==> src/dpram_host_pkg.sv <==
package dpram_host_pkg;

  // Clock and pin timing.
  localparam int CLK_MHZ = 25;
  localparam int SETUP_NS = 5;
  localparam int ACCESS_NS = 55;
  localparam int SETUP_CYC_RAW = (SETUP_NS * CLK_MHZ + 999) / 1000;
  localparam int ACCESS_CYC_RAW = (ACCESS_NS * CLK_MHZ + 999) / 1000;
  localparam int SETUP_CYC = (SETUP_CYC_RAW < 1) ? 1 : SETUP_CYC_RAW;
  localparam int ACCESS_CYC = (ACCESS_CYC_RAW < 1) ? 1 : ACCESS_CYC_RAW;

  // Memory port geometry and the two mailbox locations.
  localparam int ADDR_W = 10;
  localparam int DATA_W = 8;
  localparam logic [ADDR_W-1:0] MBX_LEFT_ADDR = 10'h3fe;
  localparam logic [ADDR_W-1:0] MBX_RIGHT_ADDR = 10'h3ff;

  // Register map, byte addresses.
  localparam logic [7:0] REG_CMD = 8'h00;
  localparam logic [7:0] REG_STATUS = 8'h04;
  localparam logic [7:0] REG_IRQ_STATUS = 8'h08;
  localparam logic [7:0] REG_IRQ_MASK = 8'h0c;

  // Command fields.
  localparam int CMD_DATA_LSB = 0;
  localparam int CMD_ADDR_LSB = 8;
  localparam int CMD_MBX_BIT = 30;
  localparam int CMD_WRITE_BIT = 31;

  // Status fields.
  localparam int ST_PENDING_BIT = 0;
  localparam int ST_OWN_COLL_BIT = 1;
  localparam int ST_MBX_FLAG_BIT = 2;
  localparam int ST_RDATA_LSB = 8;

  // Interrupt bits, shared by status and mask.
  localparam int IRQ_W = 3;
  localparam int IRQ_DONE = 0;
  localparam int IRQ_COLL = 1;
  localparam int IRQ_MBX = 2;
  localparam logic [IRQ_W-1:0] IRQ_MASK_RESET = 3'h0;

  localparam logic [1:0] RESP_OKAY = 2'h0;
  localparam logic [1:0] RESP_SLVERR = 2'h2;

  typedef struct packed {
    logic ce_n;
    logic rw_n;
    logic oe_n;
    logic [ADDR_W-1:0] addr;
    logic [DATA_W-1:0] data;
    logic data_oe;
  } pins_t;

  localparam pins_t PINS_IDLE = '{ce_n: 1'b1, rw_n: 1'b1, oe_n: 1'b1,
                                  addr: 10'h000, data: 8'h00, data_oe: 1'b0};

  typedef enum logic [1:0] {
    ST_IDLE,
    ST_SETUP,
    ST_STROBE,
    ST_RECOVER
  } state_t;

endpackage

==> src/dpram_host_ctrl.sv <==
// Chosen here: register access over AXI4-Lite and the address map.
`timescale 1ns/1ps
module dpram_host_ctrl
  import dpram_host_pkg::*;
#(
  parameter bit IS_LEFT = 1'b1,
  parameter int ACCESS_CYCLES = ACCESS_CYC,
  parameter int SETUP_CYCLES = SETUP_CYC
) (
  input wire logic CLK_SYS_IN,
  input wire logic RST_N_IN,
  input wire logic [7:0] S_AXI_AWADDR_IN,
  input wire logic S_AXI_AWVALID_IN,
  output logic S_AXI_AWREADY_OUT,
  input wire logic [31:0] S_AXI_WDATA_IN,
  input wire logic [3:0] S_AXI_WSTRB_IN,
  input wire logic S_AXI_WVALID_IN,
  output logic S_AXI_WREADY_OUT,
  output logic [1:0] S_AXI_BRESP_OUT,
  output logic S_AXI_BVALID_OUT,
  input wire logic S_AXI_BREADY_IN,
  input wire logic [7:0] S_AXI_ARADDR_IN,
  input wire logic S_AXI_ARVALID_IN,
  output logic S_AXI_ARREADY_OUT,
  output logic [31:0] S_AXI_RDATA_OUT,
  output logic [1:0] S_AXI_RRESP_OUT,
  output logic S_AXI_RVALID_OUT,
  input wire logic S_AXI_RREADY_IN,
  output logic IRQ_OUT,
  output logic CE_N_OUT,
  output logic RW_N_OUT,
  output logic OE_N_OUT,
  output logic [ADDR_W-1:0] ADDR_OUT,
  output logic [DATA_W-1:0] DATA_OUT,
  output logic DATA_OE_OUT,
  input wire logic [DATA_W-1:0] DATA_IN,
  input wire logic LEFT_COLLISION_FLAG_N_IN,
  input wire logic RIGHT_COLLISION_FLAG_N_IN,
  input wire logic MAILBOX_FLAG_N_IN
);

  localparam int COUNT_MAX = 15;

  // The one shared counter is four bits wide, so neither count may pass fifteen cycles.
  if (ACCESS_CYCLES < 1 || ACCESS_CYCLES > COUNT_MAX) begin : g_bad_access
    $error("The strobe count must lie between 1 and 15 cycles.");
  end
  if (SETUP_CYCLES < 1 || SETUP_CYCLES > COUNT_MAX) begin : g_bad_setup
    $error("The setup count must lie between 1 and 15 cycles.");
  end

  localparam logic [ADDR_W-1:0] OWN_MBX = IS_LEFT ? MBX_LEFT_ADDR : MBX_RIGHT_ADDR;
  localparam logic [ADDR_W-1:0] PEER_MBX = IS_LEFT ? MBX_RIGHT_ADDR : MBX_LEFT_ADDR;
  localparam logic [3:0] ACCESS_LAST = 4'(ACCESS_CYCLES - 1);
  localparam logic [3:0] SETUP_LAST = 4'(SETUP_CYCLES - 1);

  //////////////////////////////////////////////////////////////////////////////
  // Register bus slave.

  logic [7:0] aw_addr;
  logic [31:0] w_data;
  logic [3:0] w_strb;
  logic aw_held;
  logic w_held;
  logic do_write;
  logic ar_take;
  logic [IRQ_W-1:0] irq_status;
  logic [IRQ_W-1:0] irq_mask;
  logic [IRQ_W-1:0] irq_set;
  logic [IRQ_W-1:0] irq_clear;
  logic cmd_start;
  logic [31:0] cmd;
  logic [DATA_W-1:0] rdata;
  state_t state;
  logic own_coll_n;

  // A standing response holds off the next write, so one write at most is under way.
  assign do_write = aw_held && w_held && !S_AXI_BVALID_OUT;
  assign ar_take = S_AXI_ARVALID_IN && S_AXI_ARREADY_OUT;
  assign own_coll_n = IS_LEFT ? LEFT_COLLISION_FLAG_N_IN : RIGHT_COLLISION_FLAG_N_IN;

  always_ff @(posedge CLK_SYS_IN or negedge RST_N_IN) begin
    if (!RST_N_IN) begin
      S_AXI_AWREADY_OUT <= 1'b0;
      S_AXI_WREADY_OUT <= 1'b0;
      aw_held <= 1'b0;
      w_held <= 1'b0;
      aw_addr <= 8'h00;
      w_data <= 32'h00000000;
      w_strb <= 4'h0;
      S_AXI_BVALID_OUT <= 1'b0;
      S_AXI_BRESP_OUT <= RESP_OKAY;
    end else begin
      S_AXI_AWREADY_OUT <= !aw_held && !(S_AXI_AWVALID_IN && S_AXI_AWREADY_OUT);
      S_AXI_WREADY_OUT <= !w_held && !(S_AXI_WVALID_IN && S_AXI_WREADY_OUT);
      if (S_AXI_AWVALID_IN && S_AXI_AWREADY_OUT) begin
        aw_held <= 1'b1;
        aw_addr <= S_AXI_AWADDR_IN;
      end
      if (S_AXI_WVALID_IN && S_AXI_WREADY_OUT) begin
        w_held <= 1'b1;
        w_data <= S_AXI_WDATA_IN;
        w_strb <= S_AXI_WSTRB_IN;
      end
      if (do_write) begin
        S_AXI_BVALID_OUT <= 1'b1;
        S_AXI_BRESP_OUT <= (aw_addr == REG_CMD || aw_addr == REG_IRQ_MASK) ? RESP_OKAY
                                                                            : RESP_SLVERR;
      end else if (S_AXI_BVALID_OUT && S_AXI_BREADY_IN) begin
        S_AXI_BVALID_OUT <= 1'b0;
        aw_held <= 1'b0;
        w_held <= 1'b0;
        S_AXI_AWREADY_OUT <= 1'b1;
        S_AXI_WREADY_OUT <= 1'b1;
      end
    end
  end

  // A command write while an access is in flight is dropped; software polls pending first.
  assign cmd_start = do_write && aw_addr == REG_CMD && state == ST_IDLE;

  always_ff @(posedge CLK_SYS_IN or negedge RST_N_IN) begin
    if (!RST_N_IN) begin
      cmd <= 32'h00000000;
      irq_mask <= IRQ_MASK_RESET;
    end else begin
      if (cmd_start) begin
        cmd <= w_data;
      end
      if (do_write && aw_addr == REG_IRQ_MASK && w_strb[0]) begin
        irq_mask <= w_data[IRQ_W-1:0];
      end
    end
  end

  always_ff @(posedge CLK_SYS_IN or negedge RST_N_IN) begin
    if (!RST_N_IN) begin
      S_AXI_ARREADY_OUT <= 1'b0;
      S_AXI_RVALID_OUT <= 1'b0;
      S_AXI_RDATA_OUT <= 32'h00000000;
      S_AXI_RRESP_OUT <= RESP_OKAY;
    end else begin
      if (ar_take) begin
        S_AXI_ARREADY_OUT <= 1'b0;
        S_AXI_RVALID_OUT <= 1'b1;
        S_AXI_RRESP_OUT <= RESP_OKAY;
        // Unused bits read as zero, and an unmapped offset answers with an error.
        S_AXI_RDATA_OUT <= 32'h00000000;
        unique case (S_AXI_ARADDR_IN)
          REG_CMD: S_AXI_RDATA_OUT <= cmd;
          REG_STATUS: begin
            S_AXI_RDATA_OUT[ST_PENDING_BIT] <= state != ST_IDLE;
            S_AXI_RDATA_OUT[ST_OWN_COLL_BIT] <= own_coll_n;
            S_AXI_RDATA_OUT[ST_MBX_FLAG_BIT] <= MAILBOX_FLAG_N_IN;
            S_AXI_RDATA_OUT[ST_RDATA_LSB +: DATA_W] <= rdata;
          end
          REG_IRQ_STATUS: S_AXI_RDATA_OUT[IRQ_W-1:0] <= irq_status;
          REG_IRQ_MASK: S_AXI_RDATA_OUT[IRQ_W-1:0] <= irq_mask;
          default: S_AXI_RRESP_OUT <= RESP_SLVERR;
        endcase
      end else if (S_AXI_RVALID_OUT && S_AXI_RREADY_IN) begin
        S_AXI_RVALID_OUT <= 1'b0;
        S_AXI_ARREADY_OUT <= 1'b1;
      end else if (!S_AXI_RVALID_OUT) begin
        S_AXI_ARREADY_OUT <= 1'b1;
      end
    end
  end

  //////////////////////////////////////////////////////////////////////////////
  // Interrupt status: reading clears, a new event in the same cycle survives.

  logic coll_any_q;
  logic mbx_q;
  logic access_done;

  assign irq_clear = (ar_take && S_AXI_ARADDR_IN == REG_IRQ_STATUS) ? irq_status : '0;

  always_comb begin
    irq_set = '0;
    irq_set[IRQ_DONE] = access_done;
    // Only the fall from both flags high counts, so a long stall raises one event.
    irq_set[IRQ_COLL] = !(LEFT_COLLISION_FLAG_N_IN && RIGHT_COLLISION_FLAG_N_IN) && !coll_any_q;
    irq_set[IRQ_MBX] = !MAILBOX_FLAG_N_IN && mbx_q;
  end

  // Edge memories start at the idle pin levels, so leaving reset makes no false edge.
  always_ff @(posedge CLK_SYS_IN or negedge RST_N_IN) begin
    if (!RST_N_IN) begin
      irq_status <= '0;
      coll_any_q <= 1'b0;
      mbx_q <= 1'b1;
      IRQ_OUT <= 1'b0;
    end else begin
      irq_status <= (irq_status & ~irq_clear) | irq_set;
      coll_any_q <= !(LEFT_COLLISION_FLAG_N_IN && RIGHT_COLLISION_FLAG_N_IN);
      mbx_q <= MAILBOX_FLAG_N_IN;
      // Built from the next status, so the line rises in the same cycle as the bit.
      IRQ_OUT <= |(((irq_status & ~irq_clear) | irq_set) & irq_mask);
    end
  end

  //////////////////////////////////////////////////////////////////////////////
  // Memory port sequencer.

  pins_t pins;
  logic [3:0] count;
  logic is_write;
  logic [ADDR_W-1:0] target;

  assign is_write = cmd[CMD_WRITE_BIT];
  // Done needs a last strobe cycle with the flag high; a stalled cycle never ends the access.
  assign access_done = state == ST_STROBE && count == ACCESS_LAST && own_coll_n;

  // The mailbox option picks the peer's slot for writes and our own for reads.
  always_comb begin
    target = w_data[CMD_ADDR_LSB +: ADDR_W];
    if (w_data[CMD_MBX_BIT]) begin
      target = w_data[CMD_WRITE_BIT] ? PEER_MBX : OWN_MBX;
    end
  end

  always_ff @(posedge CLK_SYS_IN or negedge RST_N_IN) begin
    if (!RST_N_IN) begin
      state <= ST_IDLE;
      count <= 4'h0;
      pins <= PINS_IDLE;
      rdata <= 8'h00;
    end else begin
      unique case (state)
        ST_IDLE: begin
          if (cmd_start) begin
            pins.ce_n <= 1'b0;
            pins.addr <= target;
            pins.data <= w_data[CMD_DATA_LSB +: DATA_W];
            pins.data_oe <= w_data[CMD_WRITE_BIT];
            count <= 4'h0;
            state <= ST_SETUP;
          end
        end
        ST_SETUP: begin
          // Select and address lead the strobe so this port wins a near tie.
          if (count == SETUP_LAST) begin
            count <= 4'h0;
            pins.rw_n <= !is_write;
            pins.oe_n <= is_write;
            state <= ST_STROBE;
          end else begin
            count <= count + 4'h1;
          end
        end
        ST_STROBE: begin
          // A lost arbitration restarts the strobe count, so the access is held
          // a full strobe time after the other side lets go.
          if (!own_coll_n) begin
            count <= 4'h0;
          end else if (count == ACCESS_LAST) begin
            // The byte is taken on the last strobe cycle, after the full access time.
            if (!is_write) begin
              rdata <= DATA_IN;
            end
            pins.rw_n <= 1'b1;
            pins.oe_n <= 1'b1;
            state <= ST_RECOVER;
          end else begin
            count <= count + 4'h1;
          end
        end
        ST_RECOVER: begin
          // Strobes end a cycle before select, so address and data stay put while they rise.
          pins <= PINS_IDLE;
          state <= ST_IDLE;
        end
      endcase
    end
  end

  // The pins come straight from the sequencer register, with no logic in between.
  assign CE_N_OUT = pins.ce_n;
  assign RW_N_OUT = pins.rw_n;
  assign OE_N_OUT = pins.oe_n;
  assign ADDR_OUT = pins.addr;
  assign DATA_OUT = pins.data;
  assign DATA_OE_OUT = pins.data_oe;

endmodule

==> config.mk <==
export PLATFORM = sky130hd
export DESIGN_NAME = dpram_host_ctrl
export DESIGN_NICKNAME = d
export VERILOG_FILES = /design/src/dpram_host_pkg.sv /design/src/dpram_host_ctrl.sv
export SDC_FILE = /design/constraint.sdc
export NUM_CORES = 1
export LEC_CHECK = 0
export BUFFER_PORTS_ARGS = -buffer_cell sky130_fd_sc_hd__buf_2
export CORE_MARGIN = 5
export CORE_UTILIZATION = 49
export DETAILED_ROUTE_END_ITERATION = 8
export PLACE_DENSITY = 0.8
export SYNTH_ARGS = -nofsm -noshare
export SYNTH_HDL_FRONTEND = slang
export SYNTH_SLANG_ARGS = --single-unit
==> constraint.sdc <==
create_clock -name CLK_SYS_IN -period 2 [get_ports CLK_SYS_IN]
set_clock_uncertainty 0.15 [all_clocks]
set_input_delay 0.4 -clock CLK_SYS_IN [delete_from_list [all_inputs] [get_ports CLK_SYS_IN]]
set_output_delay 0.4 -clock CLK_SYS_IN [all_outputs]
set_load 0.02 [all_outputs]
# After elaboration in Yosys (flattened, before gate mapping)
# Index checks and enable logic that the tools add are counted.
# op_classes
eq_ne,14
muxes,42
reduce_logical,46
bitwise,5
addsub,1
# op_table
operator,n
$pmux 19 s2,1
$eq 8x4->1 const B,3
$logic_and 1x1->1,19
$mux 1,19
$mux 19,1
$logic_not 8->1,2
$mux 16,1
$mux 4,4
$pmux 8 s2,1
$mux 2,7
$pmux 3 s4,1
$pmux 4 s3,1
$reduce_and 4->1,3
$mux 10,1
$logic_not 1->1,9
$eq 8x3->1 const B,1
$pmux 2 s4,1
$reduce_bool 2->1,4
$and 3x3->3,2
$ne 2x2->1 const B,3
$pmux 2 s3,1
$reduce_bool 3->1,2
$mux 5,1
$add 4x1->4 const B,1
18 further kinds,19
# word_totals
output_inout_bits,64
reg_bits,161
inputBits,70

# Logic depth before layout (Yosys ltp)
# Gate-level depths: netlist of the first run.
# depth
depth_word,8
depth_mapped,10
mapped_depth_nobuf,6

# Least setup slack after synthesis of the first run
# Ideal clock, no wire load.
# synth_path
kind,reg2reg
start,reg state[0]
end,reg count[2]
n_path_buf,2
arrival_time_ps,1811
period_less_slack_ps,2083
setup_ps,122
setup_slack_ps,-83
path_stages_with_launch,9
cell_sequence,dfrtp_1 > inv_1 > ha_1 > buf_4 > nor3b_1 > nand4_1 > buf_4 > a221o_1 > a32o_1
# synth_via
elab_chain_cells,4
word_cells_on_any_way,9
cone_classes,4 x eq/ne; 1 x mux; 4 x reduce/logical
# synth_rtl
item,line,rtl
"start, declared",dpram_host_ctrl.sv:74,state_t state;
"start signal, assigned",dpram_host_ctrl.sv:225,state <= ST_IDLE;
"start signal, assigned",dpram_host_ctrl.sv:238,state <= ST_SETUP;
"start signal, assigned",dpram_host_ctrl.sv:247,state <= ST_STROBE;
$logic_not 2->1,"dpram_host_ctrl.sv:120, dpram_host_ctrl.sv:230",
$logic_and 1x1->1,dpram_host_ctrl.sv:120,assign cmd_start = do_write && aw_addr == REG_CMD && state == ST_IDLE;
$ne 2x2->1 (no source line),--,
$reduce_and 3->1 (no source line),--,
"end signal, assigned",dpram_host_ctrl.sv:249,count <= count + 4'h1;
"end signal, assigned",dpram_host_ctrl.sv:266,count <= count + 4'h1;
"end, declared",dpram_host_ctrl.sv:207,logic [3:0] count;
# Several ways; a longest one is shown, not always the timed one.
# A chain may end at the register's enable or synchronous reset.

# Final worst setup path of the first run
# layout_path
start,reg state[0]
end,reg count[3]
# Same word-level chain as after synthesis.

==> results.cfg, run 1 <==
[status]
status = completed

[yosys]
ys.flop_type = dfrtp_1
synthSimpleGateAreaFrac_pct = 11.06
syn_avg_cell_area_um2 = 12.07
synth-compound-area-share_pct = 10.19
synthAdderAreaFrac_pct = 1.541
yosys_warnings = 0
seq_area_frac_synth_pct = 61.33
ys_seq_elements = 159
synthMuxAreaShare_pct = 12.21
synth_xor_area_share_pct = 0.1348
synth_edf_count = 0
ys_types = 49
syn_area_mm2 = 0.006496
syn_inst = 538
synth_top_family_by_area = multiplexers
async_flop_share_pct = 100.0

[clock_tree]
clockRootBuffer = clkbuf_16
cts.clk_slew.worst_paths_ps = 60
cts_sinks = 159
cts_tree = done
htree_levels = 4
clkLatencyLatePin_ps = 420
cts_buffer_depth = 2
cts_made_buffers = 17

[cells_and_area]
final_area_mm2 = 0.008215
final_cell_mix = dfrtp_1 (155), buf_2 (127), nand2_1 (112)
synthToLayoutAreaGrowth_pct = 26.46
n_antenna_cell = 0
fin_nets = 764
drive_above_1_share_pct = 37.20
final_common_cell = dfrtp_1

[sta]
finalSetupTns_ps = 0
rsz0062_at_grt = true
worst_hold_slack_ps = 21.73
setup-violations-final = 0
finalHoldViolations = 0
finalCritPeriodShare_pct = 99.57
slew_violations = 0
finalCriticalPeriod_ps = 1991
max_freq_mhz = 502.2

[run]
cap_viol_max_count = 0

[drt]
dr.pass1.iters = 4
route.detailed.drc = 0
wl_mm = 15.31
vias_per_cell = 5.418
drtIter0Drc = 369
ant_nets = 0
wl_per_cell_um = 17.49
vias = 4741

[critical_path]
criticalPathCategory = reg2reg
endpoint_kind = register
path_max_fanout = 7
rr_startpoint = state[0]$_DFFE_PN0P_
crit_arrival_ps = 2150
critPathLaunch = state[0]$_DFFE_PN0P_
crit_required_ps = 2160
worst_setup_path_start_kind = register

[place]
portBuffers = 128
dpl-instance-area_mm2 = 0.007486
dpl.hpwl_mm = 10.63
gp_congestion = 0.8799

[grt]
grt_use_total_pct = 20.09
overflow = 0
first_global_vias = 4935
antenna_found_initial = 2
grt_max_degree = 47
grt_pass1_wl_mm = 25.14

[hold_path]
hp-start = S_AXI_BREADY_IN
holdCritPathClass = in2reg

[floorplan]
die_area_mm2 = 0.01566
rows = 42
initial_core_util_pct = 49.45
die_x_um = 125.1
ioPinCount = 134
coreArea_mm2 = 0.01314
die_y_um = 125.1

[power_and_ir_drop]
vdd_drop_max_v = 0.0006798
power_mw = 10.24
p_per_area_mw_per_mm2 = 1246
p_leak_nw = 4.228
-- layout make-up --
type                            count  area [um2]
Sequential cell                   159        3984
Tap cell                          176       220.2
Clock buffer                       28       516.7
Multi-Input combinational cell    329        2345
Clock inverter                      4       76.32
Inverter                           21       78.83
Timing Repair Buffer              158       994.7
Fill cell                        1017        4922
-- worst max-delay path, stage by stage, from the launching register on --
cell and delay, ps:
dfrtp_1 420, inv_2 130, ha_4 150, nor3b_4 190, nand4_1 130, buf_6 180
a221o_1 320, a32o_1 200
-- power by group --
group | leakage (nW) | internal [mW] | switching, mW
sequential | 2.05 | 3.99 | 0.617
combinational | 1.89 | 1.19 | 1.24
clock | 0.285 | 2.01 | 1.19
total | 4.23 | 7.19 | 3.05
-- stage by stage --
step,cells,worst slack [ps],util [%]
2_1_floorplan,539,5.232,-
3_3_place_gp,836,38.84,56.98
3_5_place_dp,836,-3.984,56.98
4_1_cts,871,6.407,61.75
5_1_grt,875,-86.89,62.53
6_report,875,8.609,62.53
-- flip-flops by register name, indices dropped and copies added (netlist names), 2 cells and up --
name	cells
count	4
cmd	32
S_AXI_RDATA_OUT	32
irq_status	3
rdata	8
state	2
DATA_OUT	8
ADDR_OUT	10
aw_addr	8
irq_mask	3
w_data	32
-- worst paths after layout --
path | end | slack (ps) | cells after the start
min in group asynchronous | irq_status[2]$_DFF_PN0_ | 340 | 2
worst min register to register | cmd[20]$_DFFE_PN0P_ | 310 | 2
worst max register to register | count[3]$_DFFE_PN0P_ | 9 | 7
worst min-delay path | S_AXI_BVALID_OUT$_DFFE_PN0P_ | 20 | 2
max in group asynchronous | RW_N_OUT$_DFFE_PN1P_ | 750 | 3
worst max-delay path | count[3]$_DFFE_PN0P_ | 9 | 7
-- cell families (layout without fill, tap and decap cells) --
| logic type | after synthesis | after routing |
|---|---|---|
| adder cells (fa/ha/maj) | 8 | 8 |
| AND/OR/NAND/NOR | 159 | 159 |
| other | 1 | 2 |
| XOR/XNOR | 1 | 1 |
| AO/OA/AOI/OAI | 90 | 90 |
| buffers and inverters | 51 | 211 |
| flip-flops | 159 | 159 |
| multiplexers | 69 | 69 |
-- synth_stat cells, types with 2 or more instances --
cell | instances | area, um2
buf_1 | 3 | 11.26
inv_1 | 21 | 78.83
dfrtp_1 | 155 | 3879
mux2_2 | 52 | 585.6
a21o_1 | 4 | 30.03
a32o_1 | 2 | 20.02
or4_4 | 2 | 22.52
nand2_1 | 112 | 420.4
buf_2 | 7 | 35.03
mux2i_1 | 14 | 140.1
and3_1 | 2 | 12.51
a21oi_1 | 12 | 60.06
o32a_1 | 2 | 20.02
a221o_1 | 2 | 20.02
a31oi_1 | 3 | 18.77
a22o_1 | 24 | 210.2
a222oi_1 | 10 | 100.1
buf_4 | 5 | 37.54
nor2_1 | 10 | 37.54
o21ai_0 | 24 | 120.1
nor4_4 | 2 | 42.54
nor3_1 | 3 | 15.01
nand2b_1 | 2 | 12.51
clkbuf_1 | 14 | 52.55
dfstp_2 | 4 | 105.1
ha_1 | 8 | 100.1
mux4_2 | 3 | 67.56
nand3_1 | 15 | 75.07
-- metal layers --
metal  global-route usage [%]  part of all wire (%)
met5                        0                  0.12
met4                    7.781                   2.1
met3                    6.695                   7.1
met2                    31.83                    48
met1                    25.80                    43
-- repair_timing --
action / 4_1_cts / 5_1_grt
endpoints found under the hold margin: 43 / 0
resized for setup: 1 / 14
setup buffers: 0 / 4
pin swaps: 0 / 5
hold buffers: 3 / 0
setup endpoints to repair: 1 / 32
(Power assumes the default switching activity.)
==> inputs of run 2 (changes only) <==
- ABC_AREA: unset -> 1
==> run 2 against run 1 <==
Wire length grew 9.9%. Synthesized cell count grew 42%. Flip-flop and latch count is the same. Critical path type unchanged.
==> results.cfg, run 2 <==
[floorplan]
rows = 42
die_y_um = 126.3
die_area_mm2 = 0.01595
initial_core_util_pct = 50.03
coreArea_mm2 = 0.01324
ioPinCount = 134
die_x_um = 126.3

[cells_and_area]
top_regs = S_AXI_RDATA_OUT: 32 flops, cmd: 32 flops, w_data: 32 flops
num-fill-cells = 1149
final_area_mm2 = 0.008130
fin_nets = 974
n_antenna_cell = 0
final_cells = 1084
final_cell_mix = nand2_1 (355), dfrtp_1 (155), buf_2 (127)
synthToLayoutAreaGrowth_pct = 22.72
drive_above_1_share_pct = 21.15
post-route-util_pct = 61.39
final_common_cell = nand2_1

[status]
status = completed

[critical_path]
slowest_stage = buf_4
rr_startpoint = state[1]$_DFFE_PN0P_
r2r_slack_ps = 170
path_max_fanout = 42
max_stage_delay_ps = 420
criticalPathCategory = reg2reg
endpoint_kind = register
worst_setup_path_start_kind = register
crit_arrival_ps = 1990
crit_required_ps = 2160
crit_family = buffers and inverters
cpMostUsedCell = nand2_1
crit_buf_inv = 2
crit_chain = inv_1 -> ha_1 -> nand3_2 -> buf_4 -> nand2_1 -> nand2_1 -> nand2_1
critPathLaunch = state[1]$_DFFE_PN0P_

[sta]
finalCriticalPeriod_ps = 1826
setup_ws_ps = 174.2
max_freq_mhz = 547.7
worst_hold_slack_ps = 11.09
rsz0062_at_grt = false
finalSetupTns_ps = 0
finalCritPeriodShare_pct = 91.29
tightest_slew_ps = 511.2
setup-violations-final = 0
finalHoldViolations = 0
slew_headroom_pct = 65.88
slew_violations = 0

[yosys]
synth_top_area_share_pct = 58.55
yosys_warnings = 0
synth_common_cells = nand2_1 (355), dfrtp_1 (155), nand3_1 (74)
ys_types = 29
async_flop_share_pct = 100.0
syn_avg_cell_area_um2 = 8.672
yosys.area.top_type = dfrtp_1
ys.flop_type = dfrtp_1
syn_inst = 764
synth_most_common_cell = nand2_1
synth_edf_count = 0
ys_seq_elements = 159
syn_area_mm2 = 0.006625
ys_top_cells_by_area = dfrtp_1 (59%), nand2_1 (20%), nand3_1 (5.6%)
seq_area_frac_synth_pct = 60.13

[place]
portBuffers = 128
post-place-cells = 1051
pre_cts_ws_ps = 138.7
gp_congestion = 0.8463
dpl-instance-area_mm2 = 0.007488
dpl.hpwl_mm = 11.63

[drt]
wl_mm = 16.82
ant_nets = 0
dr.pass1.iters = 5
drtIter0Drc = 521
vias_per_cell = 5.086
route.detailed.drc = 0
vias = 5513
wl_per_cell_um = 15.52

[grt]
grt_max_degree = 48
grt_pass1_wl_mm = 27.97
antenna_found_initial = 0
overflow = 0
grt_use_total_pct = 22.04
first_global_vias = 5622

[hold_path]
holdCritPathClass = in2reg
hp-start = RIGHT_COLLISION_FLAG_N_IN

[clock_tree]
cts.clk_slew.worst_paths_ps = 60
cts_made_buffers = 17
clkLatencyLatePin_ps = 420
clockRootBuffer = clkbuf_16
cts_sinks = 159
cts_buffer_depth = 2
cts.repair.resized = 0
cts_tree = done
htree_levels = 4

[power_and_ir_drop]
p_leak_nw = 4.577
p_per_area_mw_per_mm2 = 1312
vdd_drop_max_v = 0.0009554
power_mw = 10.67

[run]
cap_viol_max_count = 0
==> run 2: cell count changes after synthesis, moves of 10 or more <==
cell | before | now
nand3_1 | 15 | 74
a222oi_1 | 10 | 0
nand2_1 | 112 | 355
a22o_1 | 24 | 0
o21ai_0 | 24 | 44
mux2i_1 | 14 | 0
nor2_1 | 10 | 25
mux2_2 | 52 | 0
==> run 2: kinds of logic (layout without fill, tap and decap cells) <==
logic type | Yosys count | after routing | share of synthesized area, %
other cells | 1 | 2 | 0.05660
buf+inv | 71 | 214 | 4.948
fa+ha+maj | 8 | 8 | 1.511
compound gates | 59 | 59 | 4.759
flops | 159 | 159 | 60.13
simple gates | 464 | 464 | 28.33
xor+xnor | 2 | 2 | 0.2644
==> run 2: where the power goes <==
group	leakage [nW]	switching (mW)	internal (mW)
Sequential	2.07	0.670	4.17
Combinational	2.20	1.64	0.828
Clock	0.303	1.29	2.07
==> run 2: final timing paths <==
kind / end / cells past startpoint
max reg2reg: ADDR_OUT[0]$_DFFE_PN0P_ / 7
max: ADDR_OUT[0]$_DFFE_PN0P_ / 7
min in group asynchronous: aw_addr[7]$_DFFE_PN0P_ / 2
max in group asynchronous: cmd[14]$_DFFE_PN0P_ / 3
min: coll_any_q$_DFF_PN0_ / 2
min reg2reg: cmd[21]$_DFFE_PN0P_ / 2
==> run 2: cell type report <==
| type | count | area [um2] | area share (%) |
|---|---|---|---|
| Sequential cell | 159 | 3984 | 49.00 |
| Timing Repair Buffer | 148 | 852.1 | 10.48 |
| Inverter | 35 | 132.6 | 1.631 |
| Multi-Input combinational cell | 535 | 2320 | 28.53 |
| Tap cell | 176 | 220.2 | 2.709 |
| Clock buffer | 20 | 466.7 | 5.740 |
| Clock inverter | 11 | 155.1 | 1.908 |
==> run 2: repair_timing <==
| action | CTS | global route |
|---|---|---|
| hold endpoints to repair | 38 | 0 |
| setup endpoints to repair | 0 | 0 |
| hold buffers | 2 | 0 |
| setup buffers | 0 | 0 |
==> run 2: worst register-to-register path, stage by stage (launching register included) <==
cell	delay, ps
dfrtp_1	410
inv_1	100
ha_1	230
nand3_2	140
buf_4	420
nand2_1	130
nand2_1	80
nand2_1	50
==> run 2: per-layer routing <==
layer  vias up  GRT usage, %  share of wire [%]
met5         -             0                  0
met4         0         8.959                2.5
met3        34         5.419                6.9
met2       199         35.24                 48
met1      2604         29.02                 43
li1       2676             -                  -
